--- src/pkg/dct_pkg.sv ---
package dct_pkg;

    // ------------------------------------------------------------------
    // Widths
    // ------------------------------------------------------------------
    localparam int DCT_DATA_W = 16;
    localparam int DCT_ADDR_W = 24;
    localparam int DCT_LINE_W = 64;
    localparam int DCT_NCMP   = 4;

    // ------------------------------------------------------------------
    // Register byte offsets
    // ------------------------------------------------------------------
    localparam logic [15:0] DCT_OFS_CTRL  = 16'h0020;
    localparam logic [15:0] DCT_OFS_BRKEN = 16'h0021;
    localparam logic [15:0] DCT_OFS_TBH   = 16'h0024;
    localparam logic [15:0] DCT_OFS_TBL   = 16'h0025;
    localparam logic [15:0] DCT_OFS_CNT   = 16'h0026;
    localparam logic [15:0] DCT_OFS_WIN   = 16'h0028;

    // ------------------------------------------------------------------
    // Byte positions inside the shared comparator window
    // ------------------------------------------------------------------
    localparam logic [2:0] DCT_WB_CTL = 3'h0;
    localparam logic [2:0] DCT_WB_AH  = 3'h1;
    localparam logic [2:0] DCT_WB_AM  = 3'h2;
    localparam logic [2:0] DCT_WB_AL  = 3'h3;
    localparam logic [2:0] DCT_WB_DH  = 3'h4;
    localparam logic [2:0] DCT_WB_DL  = 3'h5;
    localparam logic [2:0] DCT_WB_MH  = 3'h6;
    localparam logic [2:0] DCT_WB_ML  = 3'h7;

    // ------------------------------------------------------------------
    // comparator_control fields
    // ------------------------------------------------------------------
    localparam int DCT_CB_SIZE_EN  = 7;
    localparam int DCT_CB_INV_DATA = 6;
    localparam int DCT_CB_SIZE_VAL = 6;
    localparam int DCT_CB_TAG      = 5;
    localparam int DCT_CB_STOP     = 4;
    localparam int DCT_CB_DIR_VAL  = 3;
    localparam int DCT_CB_DIR_EN   = 2;

    // ------------------------------------------------------------------
    // Module control register fields
    // ------------------------------------------------------------------
    localparam int DCT_CR_ARM   = 7;
    localparam int DCT_CR_TRACE = 6;
    localparam int DCT_CR_VIEW  = 0;

    // ------------------------------------------------------------------
    // Trace line layout and reset values
    // ------------------------------------------------------------------
    localparam int DCT_TE_DIR      = 5;
    localparam int DCT_TE_DATA_LSB = 16;
    localparam int DCT_TE_ADDR_LSB = 32;

    localparam logic [7:0]            DCT_CTL_RST     = 8'h00;
    localparam logic [DCT_DATA_W-1:0] DCT_INVALID_WRD = 16'hFFFF;

    typedef enum logic [1:0] {
        DCT_VIEW_A,
        DCT_VIEW_B,
        DCT_VIEW_C,
        DCT_VIEW_D
    } dct_view_type;

endpackage : dct_pkg

--- src/pkg/dct_cmp_if.sv ---
`timescale 1ns/100ps
interface dct_cmp_if import dct_pkg::*; ();
    logic [7:0]            ctl;
    logic [DCT_ADDR_W-1:0] addr;
    logic [DCT_DATA_W-1:0] data;
    logic [DCT_DATA_W-1:0] mask;
    logic                  armed;
    logic                  trig;

    modport cfg (output ctl, output addr, output data, output mask, output armed, input trig);
    modport cmp (input ctl, input addr, input data, input mask, input armed, output trig);
endinterface : dct_cmp_if

--- src/hdl/dct_comparator.sv ---
`timescale 1ns/100ps
module dct_comparator import dct_pkg::*; #(
    parameter bit HAS_DATA = 1'b1
) (
    input  wire logic                  clk,
    input  wire logic                  sys_rst,
    dct_cmp_if.cmp                     cfg,
    input  wire logic                  mon_valid,
    input  wire logic [DCT_ADDR_W-1:0] mon_addr,
    input  wire logic [DCT_DATA_W-1:0] mon_data,
    input  wire logic                  mon_read,
    input  wire logic                  mon_byte,
    input  wire logic                  exec_valid,
    input  wire logic [DCT_ADDR_W-1:0] exec_addr
);

    // ------------------------------------------------------------------
    // Qualifiers
    // ------------------------------------------------------------------
    logic tag_pend_r;
    logic tag_pend_nxt;

    wire tag_mode = cfg.ctl[DCT_CB_TAG];
    wire addr_hit = mon_valid && (mon_addr == cfg.addr);
    wire data_eq  = (((mon_data ^ cfg.data) & cfg.mask) == '0);
    wire data_ok  = !HAS_DATA || (data_eq ^ cfg.ctl[DCT_CB_INV_DATA]);
    wire size_ok  = HAS_DATA || !cfg.ctl[DCT_CB_SIZE_EN]
                    || (mon_byte == cfg.ctl[DCT_CB_SIZE_VAL]);
    wire dir_ok   = !cfg.ctl[DCT_CB_DIR_EN]
                    || (mon_read == cfg.ctl[DCT_CB_DIR_VAL]);
    wire full_hit = addr_hit && data_ok && size_ok && dir_ok;
    wire exec_hit = exec_valid && (exec_addr == cfg.addr);

    // Tagged opcodes only fire once the tagged address reaches execution.
    assign tag_pend_nxt = !cfg.armed || !tag_mode ? 1'b0 :
                          addr_hit ? 1'b1 :
                          exec_hit ? 1'b0 : tag_pend_r;
    assign cfg.trig = tag_mode ? (tag_pend_r && exec_hit) : full_hit;

    always_ff @(posedge clk) begin
        if (sys_rst) begin
            tag_pend_r <= 1'b0;
        end else begin
            tag_pend_r <= tag_pend_nxt;
        end
    end
endmodule : dct_comparator

--- src/hdl/dct_top.sv ---
`timescale 1ns/100ps
module dct_top import dct_pkg::*; #(
    parameter int TRACE_DEPTH = 64
) (
    input  wire logic                  clk,
    input  wire logic                  sys_rst,
    input  wire logic                  bus_req,
    input  wire logic                  bus_wr,
    input  wire logic                  bus_word,
    input  wire logic [15:0]           bus_addr,
    input  wire logic [DCT_DATA_W-1:0] bus_wdata,
    output logic      [DCT_DATA_W-1:0] bus_rdata,
    output logic                       bus_ack,
    input  wire logic                  mon_valid,
    input  wire logic [DCT_ADDR_W-1:0] mon_addr,
    input  wire logic [DCT_DATA_W-1:0] mon_data,
    input  wire logic                  mon_read,
    input  wire logic                  mon_byte,
    input  wire logic                  exec_valid,
    input  wire logic [DCT_ADDR_W-1:0] exec_addr,
    input  wire logic                  secured,
    output logic                       armed,
    output logic                       breakpoint_req
);

    localparam int PTR_W = $clog2(TRACE_DEPTH);
    localparam int CNT_W = PTR_W + 1;
    localparam logic [PTR_W-1:0] LAST_LINE = PTR_W'(TRACE_DEPTH - 1);
    localparam logic [CNT_W-1:0] FULL_CNT  = CNT_W'(TRACE_DEPTH);

    generate
        if (TRACE_DEPTH < 2 || TRACE_DEPTH > 128 || (TRACE_DEPTH & (TRACE_DEPTH - 1)) != 0)
        begin : g_bad_depth
            $error("TRACE_DEPTH must be a power of two from 2 to 128");
        end
    endgenerate

    // ------------------------------------------------------------------
    // State
    // ------------------------------------------------------------------
    logic [7:0]            ctl_r  [DCT_NCMP];
    logic [DCT_ADDR_W-1:0] addr_r [DCT_NCMP];
    logic [DCT_DATA_W-1:0] data_r [DCT_NCMP];
    logic [DCT_DATA_W-1:0] mask_r [DCT_NCMP];
    logic                  arm_r;
    logic                  trace_en_r;
    logic [1:0]            view_r;
    logic                  brk_en_r;
    logic                  unlocked_r;
    logic [PTR_W-1:0]      rd_line_r;
    logic [1:0]            rd_word_r;
    logic [DCT_DATA_W-1:0] rdata_nxt;
    logic                  brk_req_r;
    // Trace store, write pointer, overflow and count are never reset so
    // that a session cut short by a system reset stays readable.
    logic [DCT_LINE_W-1:0] tb_mem [TRACE_DEPTH];
    logic [PTR_W-1:0]      wr_ptr_r;
    logic                  ovf_r;
    logic [CNT_W-1:0]      count_r;
    logic [DCT_NCMP-1:0]   trig_vec;
    logic [DCT_NCMP-1:0]   stop_vec;
    logic [1:0]            first_idx;

    dct_cmp_if cmp_bus [DCT_NCMP] ();

    // ------------------------------------------------------------------
    // Comparators
    // ------------------------------------------------------------------
    for (genvar g = 0; g < DCT_NCMP; g++) begin : g_cmp
        assign cmp_bus[g].ctl   = ctl_r[g];
        assign cmp_bus[g].addr  = addr_r[g];
        assign cmp_bus[g].data  = data_r[g];
        assign cmp_bus[g].mask  = mask_r[g];
        assign cmp_bus[g].armed = arm_r;
        assign trig_vec[g]      = cmp_bus[g].trig && arm_r;
        assign stop_vec[g]      = trig_vec[g] && ctl_r[g][DCT_CB_STOP];
        dct_comparator #(
            .HAS_DATA ((g % 2) == 0)
        ) u_cmp (
            .clk        (clk),
            .sys_rst    (sys_rst),
            .cfg        (cmp_bus[g]),
            .mon_valid  (mon_valid),
            .mon_addr   (mon_addr),
            .mon_data   (mon_data),
            .mon_read   (mon_read),
            .mon_byte   (mon_byte),
            .exec_valid (exec_valid),
            .exec_addr  (exec_addr)
        );
    end

    // ------------------------------------------------------------------
    // Bus decode
    // ------------------------------------------------------------------
    wire        bus_rd     = bus_req && !bus_wr;
    wire        tb_hit     = bus_word && (bus_addr == DCT_OFS_TBH);
    wire        tb_rd      = bus_rd && tb_hit;
    wire        tb_wr      = bus_req && bus_wr && tb_hit;
    wire        readable   = !arm_r && trace_en_r && !secured && unlocked_r;
    wire        tb_advance = tb_rd && readable;
    wire        stop_any   = |stop_vec;
    wire        capture    = arm_r && trace_en_r && (|trig_vec);
    wire        arm_wr     = bus_req && bus_wr && (bus_addr == DCT_OFS_CTRL);
    wire        arm_val    = bus_word ? bus_wdata[8 + DCT_CR_ARM] : bus_wdata[DCT_CR_ARM];
    wire        start      = arm_wr && arm_val && !arm_r;
    wire [PTR_W-1:0] oldest   = ovf_r ? wr_ptr_r : '0;
    wire [DCT_LINE_W-1:0] cur_line = tb_mem[rd_line_r];
    wire [DCT_DATA_W-1:0] cur_word = cur_line[rd_word_r * DCT_DATA_W +: DCT_DATA_W];
    wire [15:0] lane_addr [2];
    wire [7:0]  lane_val  [2];
    wire        lane_we   [2];

    assign lane_addr[0] = bus_addr;
    assign lane_addr[1] = bus_addr + 16'h0001;
    assign lane_val[0]  = bus_word ? bus_wdata[15:8] : bus_wdata[7:0];
    assign lane_val[1]  = bus_wdata[7:0];
    assign lane_we[0]   = bus_req && bus_wr;
    assign lane_we[1]   = bus_req && bus_wr && bus_word;
    assign first_idx    = trig_vec[0] ? 2'h0 : trig_vec[1] ? 2'h1 : trig_vec[2] ? 2'h2 : 2'h3;

    function automatic logic in_win(input logic [15:0] a);
        in_win = (a[15:3] == DCT_OFS_WIN[15:3]);
    endfunction : in_win

    // One register byte as software sees it; trace port bytes read zero.
    function automatic logic [7:0] rd_byte(input logic [15:0] a);
        dct_view_type v;
        logic         wide;
        v    = dct_view_type'(view_r);
        wide = (v == DCT_VIEW_A) || (v == DCT_VIEW_C);
        rd_byte = 8'h00;
        if (a == DCT_OFS_CTRL) begin
            rd_byte = {arm_r, trace_en_r, 4'h0, view_r};
        end else if (a == DCT_OFS_BRKEN) begin
            rd_byte = {7'h00, brk_en_r};
        end else if (a == DCT_OFS_CNT) begin
            rd_byte = 8'(count_r);
        end else if (in_win(a)) begin
            unique case (a[2:0])
                DCT_WB_CTL: rd_byte = ctl_r[v];
                DCT_WB_AH:  rd_byte = addr_r[v][23:16];
                DCT_WB_AM:  rd_byte = addr_r[v][15:8];
                DCT_WB_AL:  rd_byte = addr_r[v][7:0];
                DCT_WB_DH:  rd_byte = wide ? data_r[v][15:8] : 8'h00;
                DCT_WB_DL:  rd_byte = wide ? data_r[v][7:0] : 8'h00;
                DCT_WB_MH:  rd_byte = wide ? mask_r[v][15:8] : 8'h00;
                DCT_WB_ML:  rd_byte = wide ? mask_r[v][7:0] : 8'h00;
            endcase
        end
    endfunction : rd_byte

    always_comb begin
        rdata_nxt = '0;
        if (tb_rd) begin
            rdata_nxt = arm_r ? DCT_INVALID_WRD : readable ? cur_word : '0;
        end else if (bus_rd && bus_word) begin
            rdata_nxt = {rd_byte(lane_addr[0]), rd_byte(lane_addr[1])};
        end else if (bus_rd) begin
            rdata_nxt = {8'h00, rd_byte(bus_addr)};
        end
    end

    // ------------------------------------------------------------------
    // Configuration registers
    // ------------------------------------------------------------------
    always_ff @(posedge clk) begin
        if (sys_rst) begin
            for (int i = 0; i < DCT_NCMP; i++) begin
                ctl_r[i]  <= DCT_CTL_RST;
                addr_r[i] <= '0;
                data_r[i] <= '0;
                mask_r[i] <= '0;
            end
            trace_en_r <= 1'b0;
            view_r     <= '0;
            brk_en_r   <= 1'b0;
        end else begin
            for (int l = 0; l < 2; l++) begin
                if (lane_we[l] && lane_addr[l] == DCT_OFS_CTRL) begin
                    trace_en_r <= lane_val[l][DCT_CR_TRACE];
                    view_r     <= lane_val[l][DCT_CR_VIEW +: 2];
                end
                if (lane_we[l] && lane_addr[l] == DCT_OFS_BRKEN) begin
                    brk_en_r <= lane_val[l][0];
                end
                if (lane_we[l] && in_win(lane_addr[l])) begin
                    unique case (lane_addr[l][2:0])
                        DCT_WB_CTL: ctl_r[view_r]         <= lane_val[l];
                        DCT_WB_AH:  addr_r[view_r][23:16] <= lane_val[l];
                        DCT_WB_AM:  addr_r[view_r][15:8]  <= lane_val[l];
                        DCT_WB_AL:  addr_r[view_r][7:0]   <= lane_val[l];
                        DCT_WB_DH:  if (!view_r[0]) data_r[view_r][15:8] <= lane_val[l];
                        DCT_WB_DL:  if (!view_r[0]) data_r[view_r][7:0]  <= lane_val[l];
                        DCT_WB_MH:  if (!view_r[0]) mask_r[view_r][15:8] <= lane_val[l];
                        DCT_WB_ML:  if (!view_r[0]) mask_r[view_r][7:0]  <= lane_val[l];
                    endcase
                end
            end
        end
    end

    // ------------------------------------------------------------------
    // Session control and readout pointer
    // ------------------------------------------------------------------
    always_ff @(posedge clk) begin
        if (sys_rst) begin
            arm_r      <= 1'b0;
            unlocked_r <= 1'b0;
            rd_line_r  <= '0;
            rd_word_r  <= '0;
            brk_req_r  <= 1'b0;
            bus_rdata  <= '0;
            bus_ack    <= 1'b0;
        end else begin
            bus_rdata <= rdata_nxt;
            bus_ack   <= bus_req;
            brk_req_r <= stop_any && brk_en_r;
            if (arm_wr) begin
                arm_r <= arm_val;
            end
            if (arm_wr && arm_val) begin
                unlocked_r <= 1'b0;
            end
            if (stop_any) begin
                arm_r <= 1'b0;
            end
            if (tb_wr) begin
                rd_line_r <= oldest;
                rd_word_r <= '0;
                if (!arm_r) begin
                    unlocked_r <= 1'b1;
                end
            end else if (tb_advance) begin
                rd_word_r <= rd_word_r + 2'h1;
                if (rd_word_r == 2'h3) begin
                    rd_line_r <= rd_line_r + PTR_W'(1);
                end
            end
        end
    end

    // ------------------------------------------------------------------
    // Trace capture
    // ------------------------------------------------------------------
    // The store ignores sys_rst on purpose; the count only moves at session
    // start and on capture, never on readout.
    always_ff @(posedge clk) begin
        if (start) begin
            wr_ptr_r <= '0;
            ovf_r    <= 1'b0;
            count_r  <= '0;
        end else if (capture) begin
            tb_mem[wr_ptr_r] <= {8'h00, DCT_ADDR_W'(mon_addr), mon_data, 8'h00,
                                 2'h0, mon_read, 3'h0, first_idx};
            wr_ptr_r         <= wr_ptr_r + PTR_W'(1);
            ovf_r            <= ovf_r || (wr_ptr_r == LAST_LINE);
            count_r          <= (count_r == FULL_CNT) ? count_r : count_r + CNT_W'(1);
        end
    end

    assign armed          = arm_r;
    assign breakpoint_req = brk_req_r;
endmodule : dct_top

--- config.mk ---
export PLATFORM = sky130hd
export DESIGN_NAME = dct_top
export DESIGN_NICKNAME = d
export VERILOG_FILES = /design/src/pkg/dct_pkg.sv /design/src/pkg/dct_cmp_if.sv /design/src/hdl/dct_comparator.sv /design/src/hdl/dct_top.sv
export SDC_FILE = /design/constraint.sdc
export NUM_CORES = 2
export LEC_CHECK = 0
export ABC_AREA = 0
export BUFFER_PORTS_ARGS = -buffer_cell sky130_fd_sc_hd__buf_2
export CORE_MARGIN = 2
export CORE_UTILIZATION = 50
export CTS_CLUSTER_SIZE = 14
export DETAILED_ROUTE_END_ITERATION = 12
export GPL_TIMING_DRIVEN = 0
export MAX_ROUTING_LAYER = met4
export PLACE_DENSITY_LB_ADDON = 0.25
export SLEW_MARGIN = 40
export SYNTH_ARGS = -nofsm -noshare
export SYNTH_HDL_FRONTEND = slang
export SYNTH_MEMORY_MAX_BITS = 65536
export SYNTH_SLANG_ARGS = --single-unit
--- constraint.sdc ---
create_clock -name clk -period 16.15 [get_ports clk]
set_clock_uncertainty 0.15 [all_clocks]
set_input_delay 3.23 -clock clk [delete_from_list [all_inputs] [get_ports clk]]
set_output_delay 3.23 -clock clk [all_outputs]
set_load 0.05 [all_outputs]
==> qor.csv <==
metric,value,unit
status,completed,
largest net degree at the start of global routing,69,
FF-to-FF End,tb_mem[39][27],
Mapped Area,124000,um2
Synth cell types,79,
initial detailed-routing violation count,14838,
pwr dens,112,nW/um2
area delta synth->final,18.3,%
Worst slew margin,0.321,
Clock Path Buffers,4,
FF/Latch Area,91500,um2
Syn. warnings,0,
CP arrival,9.76,ns
Reg2Reg Setup Slack,9.70,ns
CTS tree,done,
layout cells sized above 1,0.346,
setup bufs post-CTS,0,
routed len/inst,43.8,um
Vert. Die Dim,503,um
post-synthesis sequential area ratio,0.736,
final hold vios,0,
unrepaired setup endpoints after global routing,false,
crit share post-route,0.575,
met1 GRT Util,0.493,
Setup CP Type,input pin to flop,
Max Cap Viol,0,
worst min path class,flop to flop,
hold buffers post-CTS,0,
clk slew on worst S/H paths,0.06,ns
final net count,7612,
dpl cell area,137000,um2
Pleak,48.6,nW
I/O Buffers,88,
DRC,0,
Post-Syn Instances,6148,
Critical Path Source Type,input pin,
initial antenna violation count,34,
most frequent cells in the layout,"3008 x edfxtp_1, 856 x mux4_2, 642 x buf_4",
Slew @ Worst Pin,1.01,ns
register bit total from synthesis,3066,
FMAX,108,MHz
area of the core,248000,um2
HP Start,g_cmp[0].u_cmp.tag_pend_r,
grt met2 use,0.581,
hold path depth,2,
Worst-Skew Late Latency,1.00,ns
Post-synth EDFFs,3008,
vias in the first global route,72599,
Starting Density,0.501,
Vias,77026,
"commonest non-fill, non-tap cell in the layout",edfxtp_1,
"Slew Viols, Final",0,
reg2reg path depth,16,
global-route wire length before repair,640,mm
grt met3 use,0.111,
design area,147000,um2
total CTS buffers,326,
GRT overflow,0,
synthesized area per cell,20.2,um2
Critical Path Fanout Max,65,
Final HPWL DP,364,mm
ys async rst share,0,
multi-input combinational cell area,31600,um2
DIE WIDTH,503,um
Detail Route Antenna Nets,0,
Final min period,9.29,ns
global routing's busiest layer,met2,
Fillers,17723,
Max VDD drop,0.000130,V
final wirelength,486,mm
Rows,183,
final setup fails,0,
Most used DFF post-synth,edfxtp_1,
Worst EP required,16.62,ns
Worst setup EP type,flop,
endpoint of the worst hold path,g_cmp[0].u_cmp.tag_pend_r,
post-cts resize count,0,
via-per-instance ratio,6.94,
root buffer cell,clkbuf_16,
gpl congestion,0.996,
reg2reg start,addr_r[2][7],
Pre-antenna DRT Iters,9,
final core utilization,0.593,
die area,253000,um2
Ports,125,
Sink Count,3066,
H-tree depth,5,
gr usage total,0.395,
where the power goes:
| group | internal, mW | switching, mW |
|---|---|---|
| Combinational | 0.0825 | 0.300 |
| Clock | 4.20 | 3.07 |
| Sequential | 8.75 | 0.0365 |
| Total | 13.0 | 3.41 |
per-layer routing:
layer / part of all wire / up-vias / wire [um]
li1: - / 28457 / -
met1: 0.34 / 39912 / 165000
met2: 0.45 / 7070 / 220000
met3: 0.13 / 1587 / 65100
met4: 0.074 / 0 / 35900
met5: 0 / - / 0
cell usage after synthesis, types with 53 or more instances:
cell	count	area [um2]
nor2_1	219	822
clkbuf_1	220	826
edfxtp_1	3008	90300
xor2_1	85	744
buf_2	92	460
dfxtp_1	58	1160
a22oi_1	96	721
nand3_1	68	340
o21ai_0	62	310
nor4_1	90	563
xnor2_1	156	1370
mux2i_1	86	861
mux4_2	856	19300
nor3_1	104	521
inv_1	53	199
a21oi_1	69	345
nand2_1	200	751
nand4_1	80	500
how the worst max path moves through the flow:
| stage | start | endpoint | slack [ns] | depth (start not counted) |
|---|---|---|---|---|
| 3_3_place_gp | mon_addr[22] | tb_mem[7][6] | -3.63 | 12 |
| 3_5_place_dp | mon_addr[22] | tb_mem[39][27] | 6.15 | 18 |
| 4_1_cts | mon_addr[22] | tb_mem[39][27] | 7.10 | 18 |
| 6_report | mon_addr[22] | tb_mem[39][27] | 6.86 | 18 |
| 5_1_grt | mon_addr[22] | tb_mem[39][27] | 6.81 | 18 |
| 2_1_floorplan | mon_addr[17] | tb_mem[1][0] | 7.17 | 11 |
worst max-delay path, cell delays in order:
cell	delay, ns
buf_4	0.57
clkbuf_1	0.54
xnor2_1	0.21
nand4_1	0.15
or4_1	0.54
nor4_1	0.28
nand4_1	0.36
o32ai_2	0.75
o41ai_2	0.35
buf_2	0.34
buf_6	0.21
nor3_2	0.61
buf_2	0.36
buf_4	0.23
buf_4	0.19
buf_4	0.19
buf_2	0.24
buf_2	0.27
final cells by class:
class,instances,area share
well taps,3330,0.0283
repair buffers,991,0.0509
inverters,55,0.00140
plain buffers,399,0.0133
multi-input cells,2659,0.215
diodes,35,0.000595
flip-flops and latches,3066,0.622
clock inverters,160,0.0102
clock buffers,408,0.0585
stage by stage:
stage	instances	power, mW	setup WS [ns]	TNS (ns)	hold slack (ns)
floorplan	6179	9.06	7.17	0	0.283
global placement	9597	9.30	-3.63	-6558.43	0.291
detailed placement	10497	9.32	6.15	0	0.296
CTS	11065	16.4	7.10	0	0.305
global route	11092	16.8	6.81	0	0.333
finish	11103	16.4	6.86	0	0.307
registers in the layout (all words and copies together) (netlist names), named ones only:
register	cells
tb_mem	2752
addr_r	96
data_r	64
mask_r	64
ctl_r	32
bus_rdata	16
count_r	7
rd_line_r	6
wr_ptr_r	6
g_cmp.u_cmp.tag_pend_r	4
rd_word_r	2
view_r	2
armed	1
breakpoint_req	1
brk_en_r	1
bus_ack	1
ovf_r	1
trace_en_r	1
unlocked_r	1
cell families after synthesis:
kind of cell	synth area share
AO/OA/AOI/OAI	0.0272
other	0.0000302
flip-flops	0.736
AND/OR/NAND/NOR	0.0392
multiplexers	0.164
buffers and inverters	0.0162
XOR/XNOR	0.0171
adder cells (fa/ha/maj)	0.000805
Power figures use the tool's default switching activity.
